===== src/core/msc_pkg.sv =====
// Constants and types of the speed command selector
package msc_pkg;
  // ----------------------------------------------------------------
  // Register map (byte addresses)
  // ----------------------------------------------------------------
  localparam logic [11:0] ADDR_CTRL      = 12'h000;
  localparam logic [11:0] ADDR_HOST_DUTY = 12'h004;
  localparam logic [11:0] ADDR_ANA_CFG   = 12'h008;
  localparam logic [11:0] ADDR_MAX_FREQ  = 12'h00c;
  localparam logic [11:0] ADDR_MAX_SPEED = 12'h010;
  localparam logic [11:0] ADDR_STATUS    = 12'h014;
  localparam logic [11:0] ADDR_SPEED_REF = 12'h018;
  // ----------------------------------------------------------------
  // Field positions
  // ----------------------------------------------------------------
  localparam int SRC_LSB  = 0;
  localparam int BAND_LSB = 2;
  localparam int SWR_LSB  = 4;
  localparam int SB_LSB   = 0;
  localparam int FS_LSB   = 16;
  localparam int IDLE_BIT = 16;
  // ----------------------------------------------------------------
  // Widths and reset values
  // ----------------------------------------------------------------
  localparam int CW = 24;  // Counter and divider width
  localparam int DW = 16;  // Duty and speed width
  localparam int AW = 12;  // Converter sample width
  localparam logic [5:0]    CTRL_RST      = 6'h00;
  localparam logic [DW-1:0] HOST_DUTY_RST = 16'h0000;
  localparam logic [AW-1:0] SB_THR_RST    = 12'h0a0;
  localparam logic [AW-1:0] FS_VOLT_RST   = 12'hf00;
  localparam logic [CW-1:0] MAX_FREQ_RST  = 24'h0003e8;
  localparam logic [DW-1:0] MAX_SPEED_RST = 16'h0000;
  // ----------------------------------------------------------------
  // Duty scale: 16'hffff is full scale
  // ----------------------------------------------------------------
  localparam logic [DW-1:0] DUTY_FULL = 16'hffff;
  localparam logic [DW-1:0] DUTY_ZERO = 16'h0000;
  localparam logic [DW-1:0] ONE_PCT   = 16'h0290;  // Lowest duty >= 1%
  localparam logic [4:0]    DIV_LAST  = 5'h0f;     // 16 quotient bits
  // ----------------------------------------------------------------
  // Timing
  // ----------------------------------------------------------------
  localparam int CLK_PERIOD_NS     = 10;
  localparam int PWM_SB_TIMEOUT_NS = 20000;
  localparam logic [CW-1:0] PWM_SB_CYC =
    CW'((PWM_SB_TIMEOUT_NS + CLK_PERIOD_NS - 1) / CLK_PERIOD_NS);
  // ----------------------------------------------------------------
  // Sources and states
  // ----------------------------------------------------------------
  typedef enum logic [1:0] {
    SRC_ANALOG = 2'h0,
    SRC_PWM    = 2'h1,
    SRC_HOST   = 2'h2,
    SRC_FREQ   = 2'h3
  } msc_src_t;
  typedef enum logic [2:0] {
    ST_IDLE = 3'h1,
    ST_DIV  = 3'h2,
    ST_OUT  = 3'h4
  } msc_state_t;
endpackage


===== src/core/msc_speed_cmd.sv =====
// Speed command selector with APB register slave
//
// Added by the designer: the APB register port and the address map.
`timescale 1ns/10ps
`default_nettype none

// How it works
// one of four sources feeds the duty command, picked by source select.
// select 00b takes duty from the digitized analog level.
// analog level at or below standby threshold gives zero duty.
// between standby and full scale duty rises linearly with level.
// analog level at or above full scale saturates duty at 100%.
// select 01b takes duty from the pin's pulse duty cycle.
// duty is proportional to measured high time over period, up to 100%.
// pin low longer than the PWM standby timeout forces zero duty.
// rate band select sets the frequency measurement window; host stays in band.
// output switch rate setting never touches input rate measurement.
// duty or speed reference under 1% clamps speed reference to zero.
// top speed limit of zero forces speed reference to zero.
// select 10b takes duty from the host duty register; pin only idles.
// select 11b duty is input frequency over maximum frequency, saturating.
// duty is an unsigned fraction; analog arrives as a converter sample.
// duty and speed reference update once per control-loop tick.
module msc_speed_cmd
  import msc_pkg::*;
#(
  parameter int unsigned WIN_CYC_B0 = 1000000,
  parameter int unsigned WIN_CYC_B1 = 100000,
  parameter int unsigned WIN_CYC_B2 = 10000,
  parameter int unsigned WIN_CYC_B3 = 1000
) (
  // Clock and reset
  input  wire logic          pclk,
  input  wire logic          presetn,
  // APB slave
  input  wire logic          psel,
  input  wire logic          penable,
  input  wire logic          pwrite,
  input  wire logic [11:0]   paddr,
  input  wire logic [31:0]   pwdata,
  output logic               pready,
  output logic [31:0]        prdata,
  output logic               pslverr,
  // Rate command pin, asynchronous
  input  wire logic          speed_pin,
  // Converter sample, same clock
  input  wire logic          adc_valid,
  input  wire logic [AW-1:0] adc_sample,
  // Control loop
  input  wire logic          loop_tick,
  output logic [DW-1:0]      duty_cmd,
  output logic [DW-1:0]      speed_ref,
  output logic               ref_update,
  output logic               pin_idle
);

  // ----------------------------------------------------------------
  // Decoding helpers
  // ----------------------------------------------------------------
  function automatic logic addr_ok(input logic [11:0] a);
    addr_ok = (a == ADDR_CTRL) || (a == ADDR_HOST_DUTY) ||
              (a == ADDR_ANA_CFG) || (a == ADDR_MAX_FREQ) ||
              (a == ADDR_MAX_SPEED) || (a == ADDR_STATUS) ||
              (a == ADDR_SPEED_REF);
  endfunction

  function automatic logic [CW-1:0] win_len(input logic [1:0] band);
    case (band)
      2'h0:    win_len = CW'(WIN_CYC_B0);
      2'h1:    win_len = CW'(WIN_CYC_B1);
      2'h2:    win_len = CW'(WIN_CYC_B2);
      default: win_len = CW'(WIN_CYC_B3);
    endcase
  endfunction

  // ----------------------------------------------------------------
  // Register file
  // ----------------------------------------------------------------
  logic [5:0]    ctrl_ff,      nxt_ctrl;
  logic [DW-1:0] host_duty_ff, nxt_host_duty;
  logic [AW-1:0] sb_thr_ff,    nxt_sb_thr;
  logic [AW-1:0] fs_volt_ff,   nxt_fs_volt;
  logic [CW-1:0] max_freq_ff,  nxt_max_freq;
  logic [DW-1:0] max_speed_ff, nxt_max_speed;
  logic [31:0]   prdata_ff,    nxt_prdata;
  logic          pslverr_ff,   nxt_pslverr;
  logic [AW-1:0] adc_ff,       nxt_adc;
  logic          setup_ph;
  logic          wr_acc;
  msc_src_t      src;
  logic [1:0]    band;

  assign setup_ph = psel & ~penable;
  assign wr_acc   = psel & penable & pwrite & addr_ok(paddr);
  assign pready   = 1'b1;
  assign prdata   = prdata_ff;
  assign pslverr  = pslverr_ff;
  assign src      = msc_src_t'(ctrl_ff[SRC_LSB +: 2]);
  assign band     = ctrl_ff[BAND_LSB +: 2];

  // Write decode, read capture in setup, sample capture
  always_comb begin
    nxt_ctrl      = ctrl_ff;
    nxt_host_duty = host_duty_ff;
    nxt_sb_thr    = sb_thr_ff;
    nxt_fs_volt   = fs_volt_ff;
    nxt_max_freq  = max_freq_ff;
    nxt_max_speed = max_speed_ff;
    nxt_prdata    = prdata_ff;
    nxt_pslverr   = pslverr_ff;
    nxt_adc       = adc_valid ? adc_sample : adc_ff;
    if (wr_acc) begin
      case (paddr)
        ADDR_CTRL:      nxt_ctrl      = pwdata[5:0];
        ADDR_HOST_DUTY: nxt_host_duty = pwdata[DW-1:0];
        ADDR_ANA_CFG: begin
          nxt_sb_thr  = pwdata[SB_LSB +: AW];
          nxt_fs_volt = pwdata[FS_LSB +: AW];
        end
        ADDR_MAX_FREQ:  nxt_max_freq  = pwdata[CW-1:0];
        ADDR_MAX_SPEED: nxt_max_speed = pwdata[DW-1:0];
        default: ;
      endcase
    end
    if (setup_ph) begin
      nxt_pslverr = ~addr_ok(paddr);
      case (paddr)
        ADDR_CTRL:      nxt_prdata = {26'h0, ctrl_ff};
        ADDR_HOST_DUTY: nxt_prdata = {16'h0, host_duty_ff};
        ADDR_ANA_CFG:   nxt_prdata = {4'h0, fs_volt_ff, 4'h0, sb_thr_ff};
        ADDR_MAX_FREQ:  nxt_prdata = {8'h0, max_freq_ff};
        ADDR_MAX_SPEED: nxt_prdata = {16'h0, max_speed_ff};
        ADDR_STATUS:    nxt_prdata = {15'h0, pin_idle, duty_cmd};
        ADDR_SPEED_REF: nxt_prdata = {16'h0, speed_ref};
        default:        nxt_prdata = 32'h0;
      endcase
    end
  end

  always_ff @(posedge pclk or negedge presetn) begin
    if (!presetn) begin
      ctrl_ff      <= CTRL_RST;
      host_duty_ff <= HOST_DUTY_RST;
      sb_thr_ff    <= SB_THR_RST;
      fs_volt_ff   <= FS_VOLT_RST;
      max_freq_ff  <= MAX_FREQ_RST;
      max_speed_ff <= MAX_SPEED_RST;
      prdata_ff    <= 32'h0;
      pslverr_ff   <= 1'b0;
      adc_ff       <= 12'h000;
    end else begin
      ctrl_ff      <= nxt_ctrl;
      host_duty_ff <= nxt_host_duty;
      sb_thr_ff    <= nxt_sb_thr;
      fs_volt_ff   <= nxt_fs_volt;
      max_freq_ff  <= nxt_max_freq;
      max_speed_ff <= nxt_max_speed;
      prdata_ff    <= nxt_prdata;
      pslverr_ff   <= nxt_pslverr;
      adc_ff       <= nxt_adc;
    end
  end

  // ----------------------------------------------------------------
  // Pin measurement
  // ----------------------------------------------------------------
  logic          pin_s1_ff, pin_s2_ff, pin_d_ff;
  logic [CW-1:0] run_ff, nxt_run, hi_ff, nxt_hi, per_ff, nxt_per;
  logic [CW-1:0] hi_lat_ff, nxt_hi_lat, per_lat_ff, nxt_per_lat;
  logic [CW-1:0] win_ff, nxt_win, edg_ff, nxt_edg, edg_lat_ff, nxt_edg_lat;
  logic          rise, run_out;

  assign rise     = pin_s2_ff & ~pin_d_ff;
  assign run_out  = (run_ff >= PWM_SB_CYC);
  assign pin_idle = run_out & ~pin_d_ff;

  // Level run, high time, period and windowed edge count
  always_comb begin
    nxt_run     = (pin_s2_ff != pin_d_ff) ? '0 :
                  (run_out ? run_ff : run_ff + 1'b1);
    nxt_hi      = hi_ff + CW'(pin_s2_ff);
    nxt_per     = (&per_ff) ? per_ff : per_ff + 1'b1;
    nxt_hi_lat  = hi_lat_ff;
    nxt_per_lat = per_lat_ff;
    if (rise) begin
      nxt_hi_lat  = hi_ff;
      nxt_per_lat = per_ff;
      nxt_hi      = CW'(1);
      nxt_per     = CW'(1);
    end
    nxt_edg     = edg_ff + CW'(rise);
    nxt_win     = win_ff + 1'b1;
    nxt_edg_lat = edg_lat_ff;
    if (win_ff >= win_len(band) - 1'b1) begin
      nxt_edg_lat = edg_ff;
      nxt_edg     = CW'(rise);
      nxt_win     = '0;
    end
  end

  always_ff @(posedge pclk or negedge presetn) begin
    if (!presetn) begin
      pin_s1_ff  <= 1'b0;
      pin_s2_ff  <= 1'b0;
      pin_d_ff   <= 1'b0;
      run_ff     <= '0;
      hi_ff      <= '0;
      per_ff     <= '0;
      hi_lat_ff  <= '0;
      per_lat_ff <= '0;
      win_ff     <= '0;
      edg_ff     <= '0;
      edg_lat_ff <= '0;
    end else begin
      pin_s1_ff  <= speed_pin;
      pin_s2_ff  <= pin_s1_ff;
      pin_d_ff   <= pin_s2_ff;
      run_ff     <= nxt_run;
      hi_ff      <= nxt_hi;
      per_ff     <= nxt_per;
      hi_lat_ff  <= nxt_hi_lat;
      per_lat_ff <= nxt_per_lat;
      win_ff     <= nxt_win;
      edg_ff     <= nxt_edg;
      edg_lat_ff <= nxt_edg_lat;
    end
  end

  // ----------------------------------------------------------------
  // Per-tick selection, divider and speed reference
  // ----------------------------------------------------------------
  msc_state_t    st_ff, nxt_st;
  logic [CW:0]   rem_ff, nxt_rem;
  logic [CW-1:0] den_ff, nxt_den;
  logic [DW-1:0] q_ff, nxt_q, duty_ff, nxt_duty, ref_ff, nxt_ref;
  logic [4:0]    step_ff, nxt_step;
  logic          upd_ff, nxt_upd;
  logic [31:0]   prod;
  logic [DW-1:0] scaled;

  assign prod     = q_ff * max_speed_ff;
  assign scaled   = prod[31:DW];
  assign duty_cmd = duty_ff;
  assign speed_ref = ref_ff;
  assign ref_update = upd_ff;

  // Tick-driven state machine
  always_comb begin
    nxt_st   = st_ff;
    nxt_rem  = rem_ff;
    nxt_den  = den_ff;
    nxt_q    = q_ff;
    nxt_duty = duty_ff;
    nxt_ref  = ref_ff;
    nxt_step = step_ff;
    nxt_upd  = 1'b0;
    case (st_ff)
      ST_IDLE: begin
        if (loop_tick) begin
          nxt_st   = ST_OUT;
          nxt_step = '0;
          nxt_q    = DUTY_ZERO;
          case (src)
            SRC_ANALOG: begin
              if (adc_ff <= sb_thr_ff) nxt_q = DUTY_ZERO;
              else if (adc_ff >= fs_volt_ff) nxt_q = DUTY_FULL;
              else begin
                nxt_rem = (CW+1)'(adc_ff - sb_thr_ff);
                nxt_den = CW'(fs_volt_ff - sb_thr_ff);
                nxt_st  = ST_DIV;
              end
            end
            SRC_PWM: begin
              if (run_out) nxt_q = pin_d_ff ? DUTY_FULL : DUTY_ZERO;
              else if (per_lat_ff == '0) nxt_q = DUTY_ZERO;
              else if (hi_lat_ff >= per_lat_ff) nxt_q = DUTY_FULL;
              else begin
                nxt_rem = {1'b0, hi_lat_ff};
                nxt_den = per_lat_ff;
                nxt_st  = ST_DIV;
              end
            end
            SRC_HOST: nxt_q = host_duty_ff;
            default: begin
              if (run_out && !pin_d_ff) nxt_q = DUTY_ZERO;
              else if (edg_lat_ff >= max_freq_ff) nxt_q = DUTY_FULL;
              else begin
                nxt_rem = {1'b0, edg_lat_ff};
                nxt_den = max_freq_ff;
                nxt_st  = ST_DIV;
              end
            end
          endcase
        end
      end
      ST_DIV: begin
        // Restoring division, one quotient bit per cycle
        if ({rem_ff[CW-1:0], 1'b0} >= {1'b0, den_ff}) begin
          nxt_rem = {rem_ff[CW-1:0], 1'b0} - {1'b0, den_ff};
          nxt_q   = {q_ff[DW-2:0], 1'b1};
        end else begin
          nxt_rem = {rem_ff[CW-1:0], 1'b0};
          nxt_q   = {q_ff[DW-2:0], 1'b0};
        end
        nxt_step = step_ff + 1'b1;
        if (step_ff == DIV_LAST) nxt_st = ST_OUT;
      end
      ST_OUT: begin
        nxt_duty = q_ff;
        nxt_upd  = 1'b1;
        if (q_ff < ONE_PCT || max_speed_ff == DUTY_ZERO ||
            scaled < ONE_PCT)
          nxt_ref = DUTY_ZERO;
        else
          nxt_ref = scaled;
        nxt_st = ST_IDLE;
      end
      default: nxt_st = ST_IDLE;
    endcase
  end

  always_ff @(posedge pclk or negedge presetn) begin
    if (!presetn) begin
      st_ff   <= ST_IDLE;
      rem_ff  <= '0;
      den_ff  <= '0;
      q_ff    <= DUTY_ZERO;
      duty_ff <= DUTY_ZERO;
      ref_ff  <= DUTY_ZERO;
      step_ff <= '0;
      upd_ff  <= 1'b0;
    end else begin
      st_ff   <= nxt_st;
      rem_ff  <= nxt_rem;
      den_ff  <= nxt_den;
      q_ff    <= nxt_q;
      duty_ff <= nxt_duty;
      ref_ff  <= nxt_ref;
      step_ff <= nxt_step;
      upd_ff  <= nxt_upd;
    end
  end
endmodule

`default_nettype wire


===== config.mk =====
export PLATFORM = sky130hd
export DESIGN_NAME = msc_speed_cmd
export DESIGN_NICKNAME = d
export VERILOG_FILES = /design/src/core/msc_pkg.sv /design/src/core/msc_speed_cmd.sv
export SDC_FILE = /design/constraint.sdc
export NUM_CORES = 2
export LEC_CHECK = 0
export BUFFER_PORTS_ARGS = -buffer_cell sky130_fd_sc_hd__clkbuf_2
export CAP_MARGIN = 5
export CORE_MARGIN = 3
export CORE_UTILIZATION = 57
export DETAILED_ROUTE_END_ITERATION = 12
export GPL_TIMING_DRIVEN = 0
export PLACE_DENSITY_LB_ADDON = 0.1
export SYNTH_ARGS = -nofsm -noshare
export SYNTH_HDL_FRONTEND = slang
export SYNTH_SLANG_ARGS = --single-unit
export TNS_END_PERCENT = 5

===== constraint.sdc =====
create_clock -name pclk -period 6.2 [get_ports pclk]
set_clock_uncertainty 0.05 [all_clocks]
set_input_delay 1.55 -clock pclk [delete_from_list [all_inputs] [get_ports pclk]]
set_output_delay 1.55 -clock pclk [all_outputs]
set_load 0.005 [all_outputs]

==> flow_metrics.py <==
metrics = {
    "routing": {
        "vias": 26200,
        "vias_per_cell": 6.04,
        "firstDrtPassIters": 8,
        "wl_per_cell_um": 23.5,
        "wirelength_um": 102000,
        "drtIter0Drc": 2381,
        "remaining_drc_errors": 0,
        "antenna_left": 0,
    },
    "sta": {
        "maxSlewHeadroom": 0.0645,
        "fin_crit_ns": 6.94,
        "setup_violations": 14,
        "hold_ws_ns": 0.307,
        "tightest_slew_ns": 1.39,
        "fin_setup_tns_ns": -7.43,
        "rsz0062_at_grt": "yes",
        "slew_violations": 0,
        "hold_viol_final": 0,
        "post-route-period-util": 1.12,
        "max_freq_mhz": 144,
        "setup_ws_ns": -0.744,
    },
    "setup_path": {
        "cp_max_fo": 10,
        "cp_common_cell": "fa_1",
        "rr_worst_depth": 23,
        "crit_slowest_cell": "fa_1",
        "worstReg2RegStart": "q_ff[7]$_DFFE_PN0P_",
        "slowest_delay_ns": 0.57,
        "required_ns": 6.62,
        "arrival_ns": 7.36,
        "r2r_end": "speed_ref[7]$_DFFE_PN0P_",
        "cp-start-kind": "flop",
        "setup.worst_path.class": "reg2reg",
        "crit_chain": "clkbuf_8, clkbuf_8, nand2_1, fa_1, inv_1, fa_1, fa_1, fa_1, fa_1, inv_1, fa_1, inv_1, ha_4, and3_4, nand2_4, o31ai_4, a21oi_4, o311a_2, nor3_4, o211ai_1, nor3_4, buf_4, o31ai_1",
        "path_delay_family": "adder cells",
        "reg2reg_slack_ns": -0.74,
        "crit_buf_inv": 6,
        "crit_path_end_kind": "flop",
    },
    "power_and_ir_drop": {
        "max-vdd-ir-drop_uv": 240,
        "power.switching_uw": 2270,
        "internal_power_uw": 5410,
        "clockPowerShare": 0.422,
        "leakagePower_uw": 0.0178,
        "power_density_nw_per_um2": 212,
        "p_comb_frac": 0.163,
        "power.sequential.fraction": 0.415,
        "switching_share": 0.296,
    },
    "grt": {
        "grt_pass1_vias": 27100,
        "grt_start_max_net_pins": 119,
        "grt-ovfl-total": 0,
        "grt_usage": 0.349,
        "grt_first_pass_wirelength_um": 159000,
        "antenna_found_initial": 2,
    },
    "synth": {
        "avgSynthCellArea_um2": 9.43,
        "ys_top_cells_by_area": "dfrtp_1 33%, fa_1 12%, ha_1 9.5%, nand2_1 5.2%, mux2_2 4.8%",
        "syn-instance-count": 3371,
        "synth_compound_area_frac": 0.121,
        "synth.mux.area_fraction": 0.0666,
        "synth_edf_count": 0,
        "synth_area_um2": 31800,
        "ys_top_cells_by_count": "439 x nand2_1, 414 x dfrtp_1, 366 x inv_1, 242 x ha_1, 200 x nor2_1",
        "ys_types": 85,
        "synth.ff_latch_count": 427,
        "synthXorXnorAreaFrac": 0.0380,
        "synth.most_common_cell": "nand2_1",
        "synth_top_area_frac": 0.326,
        "ys_async_sr_fraction": 1.00,
        "yosys.area_share.simple": 0.155,
        "ys_seq_area_frac": 0.337,
        "synth_flop_cell": "dfrtp_1",
        "synth_top_family_by_area": "adder cells",
        "synth.largest_area_cell": "dfrtp_1",
        "synthAdderAreaFrac": 0.219,
        "synth-warning-count": 0,
    },
    "min_path": {
        "hold_depth": 0,
        "min_to": "pin_s2_ff$_DFF_PN0_",
        "min-delay-start": "pin_s1_ff$_DFF_PN0_",
        "hold_path.class": "reg2reg",
    },
    "flow_run": {
        "maxCapViolCount": 0,
    },
    "clock_tree": {
        "holdBufCountCts": 0,
        "cts_max_level": 2,
        "ctsLongestPathBuffers": 3,
        "cts_buffers": 48,
        "cts.clk_slew.worst_paths_ns": 0.06,
        "cts_root_buffer": "clkbuf_16",
        "cts_tree": "yes",
        "cts.sink_count": 427,
        "clk_latency_ns": 0.62,
    },
    "floorplan": {
        "dieArea_um2": 58600,
        "ioPinCount": 132,
        "initial_core_util": 0.584,
        "core-area_um2": 54500,
        "die_y_um": 242,
        "std_cell_rows": 85,
        "die_w_um": 242,
    },
    "cells_and_area": {
        "nets": 4058,
        "area_growth_pct": 13.8,
        "stdcell_area_um2": 36200,
        "drive_above_1_share": 0.144,
        "fillers": 4441,
    },
    "place": {
        "portBuffers": 121,
        "gp_congestion": 0.972,
        "dp_slack_ns": -1.57,
        "dpl.hpwl_um": 79800,
        "place_area_um2": 33800,
    },
    "run_status": {
        "status": "finished, violations left",
        "violations": "negative setup slack",
    },
}
-- cell families after synthesis --
logic type               after synthesis
AND/OR/NAND/NOR                     1049
AO/OA/AOI/OAI                        587
XOR/XNOR                             138
multiplexers                         194
flip-flops                           427
other                                  2
buffers and inverters                536
adder cells (fa/ha/maj)              438
-- per-layer routing --
layer	track usage	vias to the layer above	wire length [um]
li1	-	11700	-
met1	0.444	13100	40600
met2	0.577	1070	48600
met3	0.0531	299	6750
met4	0.183	0	6060
met5	0	-	0
-- cell usage in the layout, fill, tap and decap left out, types with 121 or more instances in the layout --
cell type / n
and2_1: 122
nand2_1: 438
mux2_2: 136
clkbuf_2: 121
ha_1: 234
nor2_1: 200
o21ai_0: 166
fa_1: 191
inv_1: 365
dfrtp_1: 404
-- worst max path at each step --
stage | start | to | slack [ns] | cells past startpoint
2_1_floorplan | q_ff[10]$_DFFE_PN0P_ | speed_ref[4]$_DFFE_PN0P_ | 0.002 | 22
3_3_place_gp | presetn | speed_ref[12]$_DFFE_PN0P_ | -5.89 | 1
3_5_place_dp | q_ff[3]$_DFFE_PN0P_ | speed_ref[4]$_DFFE_PN0P_ | -1.57 | 21
4_1_cts | max_speed_ff[6]$_DFFE_PN0P_ | speed_ref[7]$_DFFE_PN0P_ | -0.69 | 26
5_1_grt | max_speed_ff[5]$_DFFE_PN0P_ | speed_ref[7]$_DFFE_PN0P_ | -0.87 | 24
6_report | q_ff[7]$_DFFE_PN0P_ | speed_ref[7]$_DFFE_PN0P_ | -0.74 | 23
-- final cells by class --
cell class | count | area [um2] | area share
tap | 739 | 925 | 0.0256
clock inverter | 26 | 474 | 0.0131
buffer | 160 | 1130 | 0.0313
sequential | 427 | 10700 | 0.296
antenna | 2 | 5.00 | 0.000138
timing repair buffer | 135 | 800 | 0.0221
multi-input combinational | 2415 | 19400 | 0.537
inverter | 369 | 1390 | 0.0383
clock buffer | 60 | 1320 | 0.0364
-- state kept, by name (all words and copies together) (netlist names), 16 cells and up --
signal	flops
host_duty_ff	16
win_ff	24
per_ff	24
edg_lat_ff	24
rem_ff	24
edg_ff	24
run_ff	24
hi_ff	24
max_freq_ff	24
per_lat_ff	24
duty_cmd	16
speed_ref	16
hi_lat_ff	24
den_ff	24
prdata	28
q_ff	16
max_speed_ff	16
-- repair_timing --
| action | in CTS | in global routing |
|---|---|---|
| endpoints found under the setup margin | 16 | 16 |
| cloned | 0 | 0 |
| gates resized for setup | 96 | 38 |
| pin swaps | 7 | 6 |
| buffers inserted | 8 | 2 |
-- worst reg2reg max path: cells and delay by family, from the launching register on --
kind	cells	cell delay, ns
compound gates	5	1.24
simple gates	5	0.92
flops	1	0.37
buf+inv	6	0.77
fa+ha+maj	7	3.47
-- through the flow --
stage	instances	total power (uW)	util
floorplan	3378	3860	-
global placement	4238	4360	0.618
detailed placement	4242	4400	0.620
CTS	4329	7680	0.662
global route	4332	7970	0.664
finish	4333	7680	0.665
-- power groups by stage --
stage	Combinational (uW)	Clock, uW	Sequential (uW)
3_3_place_gp	1160	0	3200
6_report	1250	3240	3180
5_1_grt	1370	3400	3200
4_1_cts	1230	3280	3170
3_5_place_dp	1200	0	3200
2_1_floorplan	742	0	3120
Power figures use the tool's default switching activity.
